--- src/hdl/cgc_pkg.sv ---
// package: register map, field layout and constants of the clock generator control block
package cgc_pkg;
    // byte offsets on the register bus
    localparam logic [7:0] OFF_GATE_ON = 8'h10;
    localparam logic [7:0] OFF_GATE_OFF = 8'h14;
    localparam logic [7:0] OFF_GATE_STATE = 8'h18;
    localparam logic [7:0] OFF_OSC_CTRL = 8'h20;
    localparam logic [7:0] OFF_MEASURE = 8'h24;
    localparam logic [7:0] OFF_PLL1 = 8'h28;
    localparam logic [7:0] OFF_PLL2 = 8'h2C;
    localparam logic [7:0] OFF_MCK_SEL = 8'h30;
    localparam logic [7:0] OFF_STATUS = 8'h68;
    // reset values
    localparam logic [31:0] RST_OSC_CTRL = 32'h0000_0000;
    localparam logic [31:0] RST_PLL = 32'h0000_3F00;
    localparam logic [31:0] RST_MCK_SEL = 32'h0000_0000;
    localparam logic [31:0] RST_GATE = 32'h0000_0000;
    // writable bit masks (unused positions read zero)
    localparam logic [31:0] MASK_GATE = 32'hFFFF_FFFC;
    localparam logic [31:0] MASK_OSC_CTRL = 32'h0000_FF03;
    localparam logic [31:0] MASK_PLL1 = 32'h27FF_FFFF;
    localparam logic [31:0] MASK_PLL2 = 32'h37FF_FFFF;
    localparam logic [31:0] MASK_MCK_SEL = 32'h0000_031F;
    // field positions
    localparam int OSC_EN_BIT = 0;
    localparam int OSC_BYP_BIT = 1;
    localparam int OSC_CNT_LSB = 8;
    localparam int PLL_DIV_LSB = 0;
    localparam int PLL_CNT_LSB = 8;
    localparam int PLL_MUL_LSB = 16;
    localparam int PLL_USB_LSB = 28;
    localparam int MEAS_VALID_BIT = 16;
    localparam int ST_OSC = 0;
    localparam int ST_LOCK1 = 1;
    localparam int ST_LOCK2 = 2;
    localparam int ST_MASTER_CLOCK_READY = 3;
    // measurement window length and start-up scale in slow-clock periods
    localparam logic [4:0] MEAS_PERIODS = 5'h10;
    localparam int OSC_SCALE_SHIFT = 3;
    // bus answers
    localparam logic [1:0] RESP_OKAY = 2'h0;
    localparam logic [1:0] RESP_SLVERR = 2'h2;
endpackage : cgc_pkg

--- src/hdl/cgc_pll_if.sv ---
// interface: one pll lock counter request and state
`timescale 1ns/100ps
`default_nettype none
interface cgc_pll_if;
    logic start;
    logic [5:0] count;
    logic slow_tick;
    logic locked;
    modport ctl (output start, output count, output slow_tick, input locked);
    modport lock (input start, input count, input slow_tick, output locked);
endinterface : cgc_pll_if
`default_nettype wire

--- src/hdl/cgc_top.sv ---
// module: clock generator control block with AXI4-Lite register slave
`timescale 1ns/100ps
`default_nettype none
module cgc_top (
    input wire logic clk_sys,
    input wire logic rst,
    input wire logic slow_clock,
    input wire logic main_clock,
    input wire logic [31:0] s_axi_awaddr,
    input wire logic s_axi_awvalid,
    output logic s_axi_awready,
    input wire logic [31:0] s_axi_wdata,
    input wire logic [3:0] s_axi_wstrb,
    input wire logic s_axi_wvalid,
    output logic s_axi_wready,
    output logic [1:0] s_axi_bresp,
    output logic s_axi_bvalid,
    input wire logic s_axi_bready,
    input wire logic [31:0] s_axi_araddr,
    input wire logic s_axi_arvalid,
    output logic s_axi_arready,
    output logic [31:0] s_axi_rdata,
    output logic [1:0] s_axi_rresp,
    output logic s_axi_rvalid,
    input wire logic s_axi_rready,
    output logic [31:0] periph_clk_en,
    output logic osc_enable,
    output logic osc_bypass,
    output logic [7:0] pll1_divider,
    output logic [10:0] pll1_multiplier,
    output logic pll1_active,
    output logic [7:0] pll2_divider,
    output logic [10:0] pll2_multiplier,
    output logic pll2_active,
    output logic [2:0] usb_div_factor,
    output logic [1:0] clock_source_select,
    output logic [6:0] processor_div_factor,
    output logic [2:0] master_div_factor
);
    // =========================================================
    // state
    // =========================================================
    typedef enum logic [2:0] {
        CGC_OSC_OFF = 3'b001,
        CGC_OSC_WAIT = 3'b010,
        CGC_OSC_STABLE = 3'b100
    } cgc_osc_t;

    typedef struct packed {
        logic [31:0] gate;
        logic [31:0] osc_ctrl;
        logic [31:0] pll1;
        logic [31:0] pll2;
        logic [31:0] mck;
        cgc_osc_t osc;
        logic [10:0] osc_cnt;
        logic [1:0] slow_sync;
        logic slow_prev;
        logic [1:0] main_sync;
        logic main_prev;
        logic [4:0] meas_per;
        logic [15:0] meas_acc;
        logic [15:0] meas_val;
        logic meas_valid;
        logic aw_hold;
        logic [7:0] aw_addr;
        logic w_hold;
        logic [31:0] w_data;
        logic [3:0] w_strb;
        logic bvalid;
        logic [1:0] bresp;
        logic rvalid;
        logic [31:0] rdata;
        logic [1:0] rresp;
        logic [1:0] pll_start;
    } cgc_state_t;

    cgc_state_t st_r;
    cgc_state_t st_nxt;

    cgc_pll_if pll1_if ();
    cgc_pll_if pll2_if ();

    // =========================================================
    // helpers
    // =========================================================
    function automatic logic [31:0] cgc_merge(input logic [31:0] old, input logic [31:0] wd,
                                              input logic [3:0] strb, input logic [31:0] mask);
        logic [31:0] res;
        res = old;
        for (int i = 0; i < 4; i++) begin
            if (strb[i]) begin
                res[i*8 +: 8] = wd[i*8 +: 8];
            end
        end
        return res & mask;
    endfunction : cgc_merge

    // 2-bit code to divide factor 1, 2, 4; reserved code reads as 0 (no output)
    function automatic logic [2:0] cgc_div124(input logic [1:0] code);
        case (code)
            2'h0: return 3'h1;
            2'h1: return 3'h2;
            2'h2: return 3'h4;
            default: return 3'h0;
        endcase
    endfunction : cgc_div124

    logic slow_tick;
    logic main_tick;
    logic osc_on;
    logic [3:0] status_bits;
    logic [31:0] rd_mux;
    logic rd_hit;
    logic wr_hit;

    assign slow_tick = st_r.slow_sync[1] & ~st_r.slow_prev;
    assign main_tick = st_r.main_sync[1] & ~st_r.main_prev;
    assign osc_on = st_r.osc_ctrl[cgc_pkg::OSC_EN_BIT] | st_r.osc_ctrl[cgc_pkg::OSC_BYP_BIT];

    always_comb begin
        status_bits = '0;
        status_bits[cgc_pkg::ST_OSC] = (st_r.osc == CGC_OSC_STABLE);
        status_bits[cgc_pkg::ST_LOCK1] = pll1_if.locked;
        status_bits[cgc_pkg::ST_LOCK2] = pll2_if.locked;
        // master clock ready is fixed high: switching is instantaneous in this model
        status_bits[cgc_pkg::ST_MASTER_CLOCK_READY] = 1'b1;
    end

    // =========================================================
    // read decode
    // =========================================================
    always_comb begin
        rd_mux = 32'h0000_0000;
        rd_hit = 1'b1;
        case (s_axi_araddr[7:0])
            cgc_pkg::OFF_GATE_STATE: rd_mux = st_r.gate;
            cgc_pkg::OFF_OSC_CTRL: rd_mux = st_r.osc_ctrl;
            cgc_pkg::OFF_MEASURE: begin
                rd_mux[15:0] = st_r.meas_val;
                rd_mux[cgc_pkg::MEAS_VALID_BIT] = st_r.meas_valid & osc_on;
            end
            cgc_pkg::OFF_PLL1: rd_mux = st_r.pll1;
            cgc_pkg::OFF_PLL2: rd_mux = st_r.pll2;
            cgc_pkg::OFF_MCK_SEL: rd_mux = st_r.mck;
            cgc_pkg::OFF_STATUS: rd_mux[3:0] = status_bits;
            cgc_pkg::OFF_GATE_ON, cgc_pkg::OFF_GATE_OFF: rd_mux = 32'h0000_0000;
            default: rd_hit = 1'b0;
        endcase
        if (s_axi_araddr[31:8] != 24'h00_0000) begin
            rd_hit = 1'b0;
        end
    end

    always_comb begin
        case (st_r.aw_addr)
            cgc_pkg::OFF_GATE_ON, cgc_pkg::OFF_GATE_OFF, cgc_pkg::OFF_OSC_CTRL,
            cgc_pkg::OFF_PLL1, cgc_pkg::OFF_PLL2, cgc_pkg::OFF_MCK_SEL: wr_hit = 1'b1;
            cgc_pkg::OFF_GATE_STATE, cgc_pkg::OFF_MEASURE, cgc_pkg::OFF_STATUS: wr_hit = 1'b1;
            default: wr_hit = 1'b0;
        endcase
    end

    // bus handshake: address and data are latched independently, then answered
    assign s_axi_awready = ~st_r.aw_hold & ~st_r.bvalid;
    assign s_axi_wready = ~st_r.w_hold & ~st_r.bvalid;
    assign s_axi_arready = ~st_r.rvalid;

    // =========================================================
    // next state
    // =========================================================
    always_comb begin
        logic [31:0] wd;
        wd = '0;
        st_nxt = st_r;
        st_nxt.pll_start = 2'h0;

        // first flop feeds only the second
        st_nxt.slow_sync = {st_r.slow_sync[0], slow_clock};
        st_nxt.slow_prev = st_r.slow_sync[1];
        st_nxt.main_sync = {st_r.main_sync[0], main_clock};
        st_nxt.main_prev = st_r.main_sync[1];

        if (s_axi_awvalid && s_axi_awready) begin
            st_nxt.aw_hold = 1'b1;
            st_nxt.aw_addr = (s_axi_awaddr[31:8] == 24'h00_0000) ? s_axi_awaddr[7:0] : 8'hFF;
        end
        if (s_axi_wvalid && s_axi_wready) begin
            st_nxt.w_hold = 1'b1;
            st_nxt.w_data = s_axi_wdata;
            st_nxt.w_strb = s_axi_wstrb;
        end
        if (st_r.bvalid && s_axi_bready) begin
            st_nxt.bvalid = 1'b0;
        end

        if (st_r.aw_hold && st_r.w_hold) begin
            st_nxt.aw_hold = 1'b0;
            st_nxt.w_hold = 1'b0;
            st_nxt.bvalid = 1'b1;
            st_nxt.bresp = wr_hit ? cgc_pkg::RESP_OKAY : cgc_pkg::RESP_SLVERR;
            wd = cgc_merge(32'h0000_0000, st_r.w_data, st_r.w_strb, cgc_pkg::MASK_GATE);
            case (st_r.aw_addr)
                cgc_pkg::OFF_GATE_ON: st_nxt.gate = st_r.gate | wd;
                cgc_pkg::OFF_GATE_OFF: st_nxt.gate = st_r.gate & ~wd;
                cgc_pkg::OFF_OSC_CTRL: st_nxt.osc_ctrl = cgc_merge(st_r.osc_ctrl, st_r.w_data,
                    st_r.w_strb, cgc_pkg::MASK_OSC_CTRL);
                cgc_pkg::OFF_PLL1: begin
                    st_nxt.pll1 = cgc_merge(st_r.pll1, st_r.w_data, st_r.w_strb,
                        cgc_pkg::MASK_PLL1);
                    st_nxt.pll_start[0] = 1'b1;
                end
                cgc_pkg::OFF_PLL2: begin
                    st_nxt.pll2 = cgc_merge(st_r.pll2, st_r.w_data, st_r.w_strb,
                        cgc_pkg::MASK_PLL2);
                    st_nxt.pll_start[1] = 1'b1;
                end
                cgc_pkg::OFF_MCK_SEL: st_nxt.mck = cgc_merge(st_r.mck, st_r.w_data,
                    st_r.w_strb, cgc_pkg::MASK_MCK_SEL);
                default: st_nxt.gate = st_r.gate;
            endcase
        end

        if (s_axi_arvalid && s_axi_arready) begin
            st_nxt.rvalid = 1'b1;
            st_nxt.rdata = rd_hit ? rd_mux : 32'h0000_0000;
            st_nxt.rresp = rd_hit ? cgc_pkg::RESP_OKAY : cgc_pkg::RESP_SLVERR;
        end else if (st_r.rvalid && s_axi_rready) begin
            st_nxt.rvalid = 1'b0;
        end

        // oscillator start-up; enable and bypass are assumed exclusive
        case (st_r.osc)
            CGC_OSC_OFF: begin
                if (st_r.osc_ctrl[cgc_pkg::OSC_BYP_BIT]) begin
                    st_nxt.osc = CGC_OSC_STABLE;
                end else if (st_r.osc_ctrl[cgc_pkg::OSC_EN_BIT]) begin
                    st_nxt.osc = CGC_OSC_WAIT;
                    st_nxt.osc_cnt = {st_r.osc_ctrl[cgc_pkg::OSC_CNT_LSB +: 8], 3'h0};
                end
            end
            CGC_OSC_WAIT: begin
                if (st_r.osc_ctrl[cgc_pkg::OSC_BYP_BIT]) begin
                    st_nxt.osc = CGC_OSC_STABLE;
                end else if (!st_r.osc_ctrl[cgc_pkg::OSC_EN_BIT]) begin
                    st_nxt.osc = CGC_OSC_OFF;
                end else if (st_r.osc_cnt == 11'h000) begin
                    st_nxt.osc = CGC_OSC_STABLE;
                end else if (slow_tick) begin
                    st_nxt.osc_cnt = st_r.osc_cnt - 11'h001;
                end
            end
            CGC_OSC_STABLE: begin
                if (!osc_on) begin
                    st_nxt.osc = CGC_OSC_OFF;
                end
            end
            default: st_nxt.osc = CGC_OSC_OFF;
        endcase

        // frequency measurement over a window of slow periods
        if (!osc_on) begin
            st_nxt.meas_valid = 1'b0;
            st_nxt.meas_per = 5'h00;
            st_nxt.meas_acc = 16'h0000;
        end else begin
            if (main_tick && st_r.meas_per != 5'h00) begin
                st_nxt.meas_acc = st_r.meas_acc + 16'h0001;
            end
            if (slow_tick) begin
                if (st_r.meas_per == cgc_pkg::MEAS_PERIODS) begin
                    st_nxt.meas_val = st_r.meas_acc;
                    st_nxt.meas_valid = 1'b1;
                    st_nxt.meas_per = 5'h00;
                    st_nxt.meas_acc = 16'h0000;
                end else if (!st_r.meas_valid) begin
                    st_nxt.meas_per = st_r.meas_per + 5'h01;
                end
            end
        end
    end

    always_ff @(posedge clk_sys) begin
        if (rst) begin
            st_r <= '0;
            st_r.gate <= cgc_pkg::RST_GATE;
            st_r.osc_ctrl <= cgc_pkg::RST_OSC_CTRL;
            st_r.pll1 <= cgc_pkg::RST_PLL;
            st_r.pll2 <= cgc_pkg::RST_PLL;
            st_r.mck <= cgc_pkg::RST_MCK_SEL;
            st_r.osc <= CGC_OSC_OFF;
        end else begin
            st_r <= st_nxt;
        end
    end

    // =========================================================
    // pll lock counters
    // =========================================================
    assign pll1_if.start = st_r.pll_start[0];
    assign pll1_if.count = st_r.pll1[cgc_pkg::PLL_CNT_LSB +: 6];
    assign pll1_if.slow_tick = slow_tick;
    assign pll2_if.start = st_r.pll_start[1];
    assign pll2_if.count = st_r.pll2[cgc_pkg::PLL_CNT_LSB +: 6];
    assign pll2_if.slow_tick = slow_tick;

    cgc_pll_lock u_lock1 (.clk_sys(clk_sys), .rst(rst), .pif(pll1_if.lock));
    cgc_pll_lock u_lock2 (.clk_sys(clk_sys), .rst(rst), .pif(pll2_if.lock));

    // =========================================================
    // outputs; range fields are stored as written, of bits 31:27 pll1 keeps bit 29 and pll2 bits 29:28
    // =========================================================
    assign s_axi_bvalid = st_r.bvalid;
    assign s_axi_bresp = st_r.bresp;
    assign s_axi_rvalid = st_r.rvalid;
    assign s_axi_rdata = st_r.rdata;
    assign s_axi_rresp = st_r.rresp;
    assign periph_clk_en = st_r.gate;
    assign osc_enable = st_r.osc_ctrl[cgc_pkg::OSC_EN_BIT];
    assign osc_bypass = st_r.osc_ctrl[cgc_pkg::OSC_BYP_BIT];
    // divider 0 means no output, 1 bypass, otherwise the value itself
    assign pll1_divider = st_r.pll1[cgc_pkg::PLL_DIV_LSB +: 8];
    assign pll1_multiplier = st_r.pll1[cgc_pkg::PLL_MUL_LSB +: 11];
    assign pll1_active = (st_r.pll1[cgc_pkg::PLL_MUL_LSB +: 11] != 11'h000);
    assign pll2_divider = st_r.pll2[cgc_pkg::PLL_DIV_LSB +: 8];
    assign pll2_multiplier = st_r.pll2[cgc_pkg::PLL_MUL_LSB +: 11];
    assign pll2_active = (st_r.pll2[cgc_pkg::PLL_MUL_LSB +: 11] != 11'h000);
    assign usb_div_factor = cgc_div124(st_r.pll2[cgc_pkg::PLL_USB_LSB +: 2]);
    assign clock_source_select = st_r.mck[1:0];
    // prescaler 111 is reserved and yields 0
    assign processor_div_factor = (st_r.mck[4:2] == 3'h7) ? 7'h00
                                : 7'(7'h01 << st_r.mck[4:2]);
    assign master_div_factor = cgc_div124(st_r.mck[9:8]);
endmodule : cgc_top
`default_nettype wire

--- src/hdl/cgc_pll_lock.sv ---
// module: slow-clock lock counter for one pll
`timescale 1ns/100ps
`default_nettype none
module cgc_pll_lock (
    input wire logic clk_sys,
    input wire logic rst,
    cgc_pll_if.lock pif
);
    typedef struct packed {
        logic [5:0] cnt;
        logic busy;
        logic locked;
    } cgc_lock_t;

    cgc_lock_t st_r;
    cgc_lock_t st_nxt;

    always_comb begin
        st_nxt = st_r;
        if (pif.start) begin
            // a new write restarts the wait and drops lock
            st_nxt.cnt = pif.count;
            st_nxt.busy = 1'b1;
            st_nxt.locked = 1'b0;
        end else if (st_r.busy) begin
            if (st_r.cnt == 6'h00) begin
                st_nxt.busy = 1'b0;
                st_nxt.locked = 1'b1;
            end else if (pif.slow_tick) begin
                st_nxt.cnt = st_r.cnt - 6'h01;
            end
        end
    end

    always_ff @(posedge clk_sys) begin
        if (rst) begin
            st_r <= '0;
        end else begin
            st_r <= st_nxt;
        end
    end

    assign pif.locked = st_r.locked;
endmodule : cgc_pll_lock
`default_nettype wire

--- config.mk ---
export PLATFORM = sky130hd
export DESIGN_NAME = cgc_top
export DESIGN_NICKNAME = d
export VERILOG_FILES = /design/src/hdl/cgc_pkg.sv /design/src/hdl/cgc_pll_if.sv /design/src/hdl/cgc_top.sv /design/src/hdl/cgc_pll_lock.sv
export SDC_FILE = /design/constraint.sdc
export NUM_CORES = 1
export LEC_CHECK = 0
export BUFFER_PORTS_ARGS = -buffer_cell sky130_fd_sc_hd__clkbuf_2
export CORE_ASPECT_RATIO = 0.8
export CORE_MARGIN = 2
export CORE_UTILIZATION = 55
export CTS_BUF_LIST = sky130_fd_sc_hd__clkbuf_4
export DETAILED_ROUTE_END_ITERATION = 12
export PLACE_DENSITY_LB_ADDON = 0.05
export SLEW_MARGIN = 20
export SYNTH_ARGS = -nofsm -noshare
export SYNTH_HDL_FRONTEND = slang
export SYNTH_SLANG_ARGS = --single-unit
--- constraint.sdc ---
create_clock -name clk_sys -period 2.3 [get_ports clk_sys]
set_clock_uncertainty 0.05 [all_clocks]
set_input_delay 0.115 -clock clk_sys [delete_from_list [all_inputs] [get_ports clk_sys]]
set_output_delay 0.115 -clock clk_sys [all_outputs]
set_load 0.005 [all_outputs]
==> impl_results.md <==
* Design Area, Final at around 15000 um2
* Fin util at 0.684
* Final slew viol count at 0
* Die width at ~170 um
* Cells after Synth at 1470
* CP Capture Type: flop
* Number of buffers and inverters on the critical path at 2
* CTS sink count at between 200 and 300
* Commonest non-fill, non-tap cell in the layout: dfxtp_1
* Register area share after synthesis at 0.431
* Worst hold slack at roughly 0.011 ns
* Peak Freq at 0.467 GHz
* Commonest non-fill, non-tap cells in the layout: dfxtp_1 (262), clkbuf_2 (233), nand2_1 (204), a21oi_1 (160), nor2_1 (141)
* Clk slew on worst S/H paths at about 0.06 ns
* Hold Violations, Final at 0
* Async SR Flop Fraction at 0
* Die H at 137 um
* CP max-delay cell: dlygate4sd3_1
* # DRC at 0
* Total track usage at 0.329
* Crit path kind: flop to flop
* Layout cells sized above 1 at 0.235
* Post-Syn Area at 12200 um2
* Post-route ant nets at 0
* CTS buffer count at 68
* DP Area at roughly 13000 um2
* CP startpoint kind: flop
* Clk root buf: clkbuf_4
* First-pass GRT wire length at around 60000 um
* CP top delay family: simple AND/OR/NAND/NOR gates
* Class of the worst hold path: primary input to flop
* Drt pass-1 iters at 5
* Period minus WS final at about 2.1 ns
* Worst-path cell chain: nor2_1, and2_1, nand4_1, buf_4, nor2_1, dlygate4sd3_1, nor3_1
* Max IR drop VDD at approximately 0.40 mV
* Initial antenna violation count at 1
* Vias in the first global route at 10782
* WP data arrival at about 2.7 ns
* Worst-path maximum fanout at 10
* Final Non-Filler Cells at a little over 2000
* Yosys warns at 0
* Clk_lat worst skew at approximately 0.68 ns
* DR vias/cell at roughly 5.7
* Layout Nets at 1857
* Leakage at about 6 nW
* Top-area cell type share of the netlist area at 0.431
* Number of synthesized register bits at approximately 260
* Final setup violation count at 0
* CTS Buffer Depth at 3
* Fillers at 1789
* Top Ports at 239
* Largest net degree at the start of global routing at 66
* RSZ-0062 raised after global routing: no
* CP dominant cell by count: nor2_1
* Die Area at 23400 um2
* Largest cells by area after synthesis: dfxtp_1 (43%), buf_4 (6.8%), a21oi_1 (6.6%), nand2_1 (6.3%), nor2_1 (4.4%)
* RePlAce Congestion at roughly 0.94
* Placed insts at about 1900
* Initial Util at 0.562
* Syn_area_per_cell at around 8.3 um2
* Max-cap violations at 0
* CP peak stage delay at 0.57 ns
* Drt initial violations at about 1200
* Number of H-tree levels at 3
* Setup TNS at 0 ns
* Fin crit share at 0.931
* CORE AREA at 21700 um2
* Port bufs at 234
* Synth area leader: dfxtp_1
* Power per cell area at between 600 and 700 nW/um2
* Final HPWL DP at around 27000 um
* Synth Flop Type: dfxtp_1
* Vias at approximately 12000
* Area Overhead vs Synth at 21.8%
* Grt ovf at 0
* Status: complete, no violations
* Slew at the pin closest to its max-slew limit at just under 0.6 ns
* Wirelength per Cell at ~19 um
* Final wirelength at between 30000 and 40000 um
* CTS tree: done
* FP Rows at between 40 and 50
* Worst rel slew slack at 0.612
* EDFF count, synth at 0
* Unique masters post-synth at 71
* Worst path required time at roughly 2.8 ns
-- worst paths after layout --
path	startpoint	end	slack [ns]	depth (start not counted)
worst max-delay path	s_axi_bvalid$_SDFFE_PP0P_	st_r[78]$_SDFFE_PP0P_	0.16	7
worst min register to register	st_nxt[129]$_SDFF_PP0_	st_nxt[127]$_SDFF_PP0_	0.38	1
worst max register to register	s_axi_bvalid$_SDFFE_PP0P_	st_r[78]$_SDFFE_PP0P_	0.16	7
worst min-delay path	s_axi_araddr[12]	s_axi_rdata[2]$_SDFFE_PP0P_	0.01	6
-- per-stage QoR --
| stage | worst slack, ns | power, mW |
|---|---|---|
| after floorplan | 0.350 | 5.07 |
| after global placement | 0.211 | 5.31 |
| final | 0.158 | 9.21 |
| after detailed placement | 0.206 | 5.32 |
| after CTS | 0.0848 | 9.23 |
| after global routing | 0.0199 | 9.57 |
-- cell usage after synthesis (10+ instances only) --
cell,n
a221oi_1,10
clkbuf_1,67
a21oi_1,160
nor2_1,142
a22oi_1,27
buf_4,110
nand2_1,204
o211ai_1,11
o21ai_0,52
nor2b_1,20
dfxtp_1,262
mux2i_1,43
xnor2_1,16
a22o_1,20
nor3_1,46
nand3_1,23
a311oi_1,30
inv_1,29
nor4_1,24
buf_2,13
-- per-layer routing --
metal  share of wire  up-vias  wire length, um  GRT usage
li1                -     5660                -          -
met1            0.45     5562            17500      0.470
met2            0.44      602            17000      0.500
met3           0.095       72             3700     0.0671
met4           0.020        0              766      0.100
met5               0        -                0          0
-- report_power, final --
group,switching [mW],internal [mW],leakage [nW],total [mW]
sequential,0.107,4.61,2.12,4.71
clock,1.89,1.93,0.474,3.82
combinational,0.360,0.315,3.41,0.674
total,2.35,6.86,6.01,9.21
-- kinds of logic (layout without fill, tap and decap cells) --
logic type / count (synthesis) / count (layout) / share of synthesized area
buffers and inverters: 227 / 530 / 0.107
xor gates and xnor gates: 21 / 21 / 0.0151
other: 1 / 5 / 0.000308
AOI/OAI and AO/OA: 365 / 365 / 0.188
muxes: 47 / 47 / 0.0400
DFF: 262 / 262 / 0.431
adders and majority gates: 9 / 9 / 0.00924
and+or+nand+nor: 538 / 538 / 0.210
-- what timing repair did --
action,CTS,global route
setup endpoints to repair,0,11
gates resized for setup,0,1
hold buffers,106,0
setup buffers,0,1
hold endpoints to repair,106,0
-- area by class of cell --
class | instances | area [um2] | share of cell area
clock buffers | 98 | 736 | 0.0496
clock inverters | 9 | 38.8 | 0.00261
repair buffers | 394 | 2670 | 0.180
diodes | 1 | 2.50 | 0.000169
flip-flops and latches | 262 | 5250 | 0.353
well taps | 300 | 375 | 0.0253
inverters | 29 | 109 | 0.00733
multi-input cells | 984 | 5670 | 0.382
-- worst register-to-register path, delay by kind of cell, from the launching register on --
family	cells	cell delay, ns
flip-flops	1	0.33
AND/OR/NAND/NOR	5	0.88
buffers and inverters	2	0.79
Note: power is estimated with default switching activity, not from simulation.
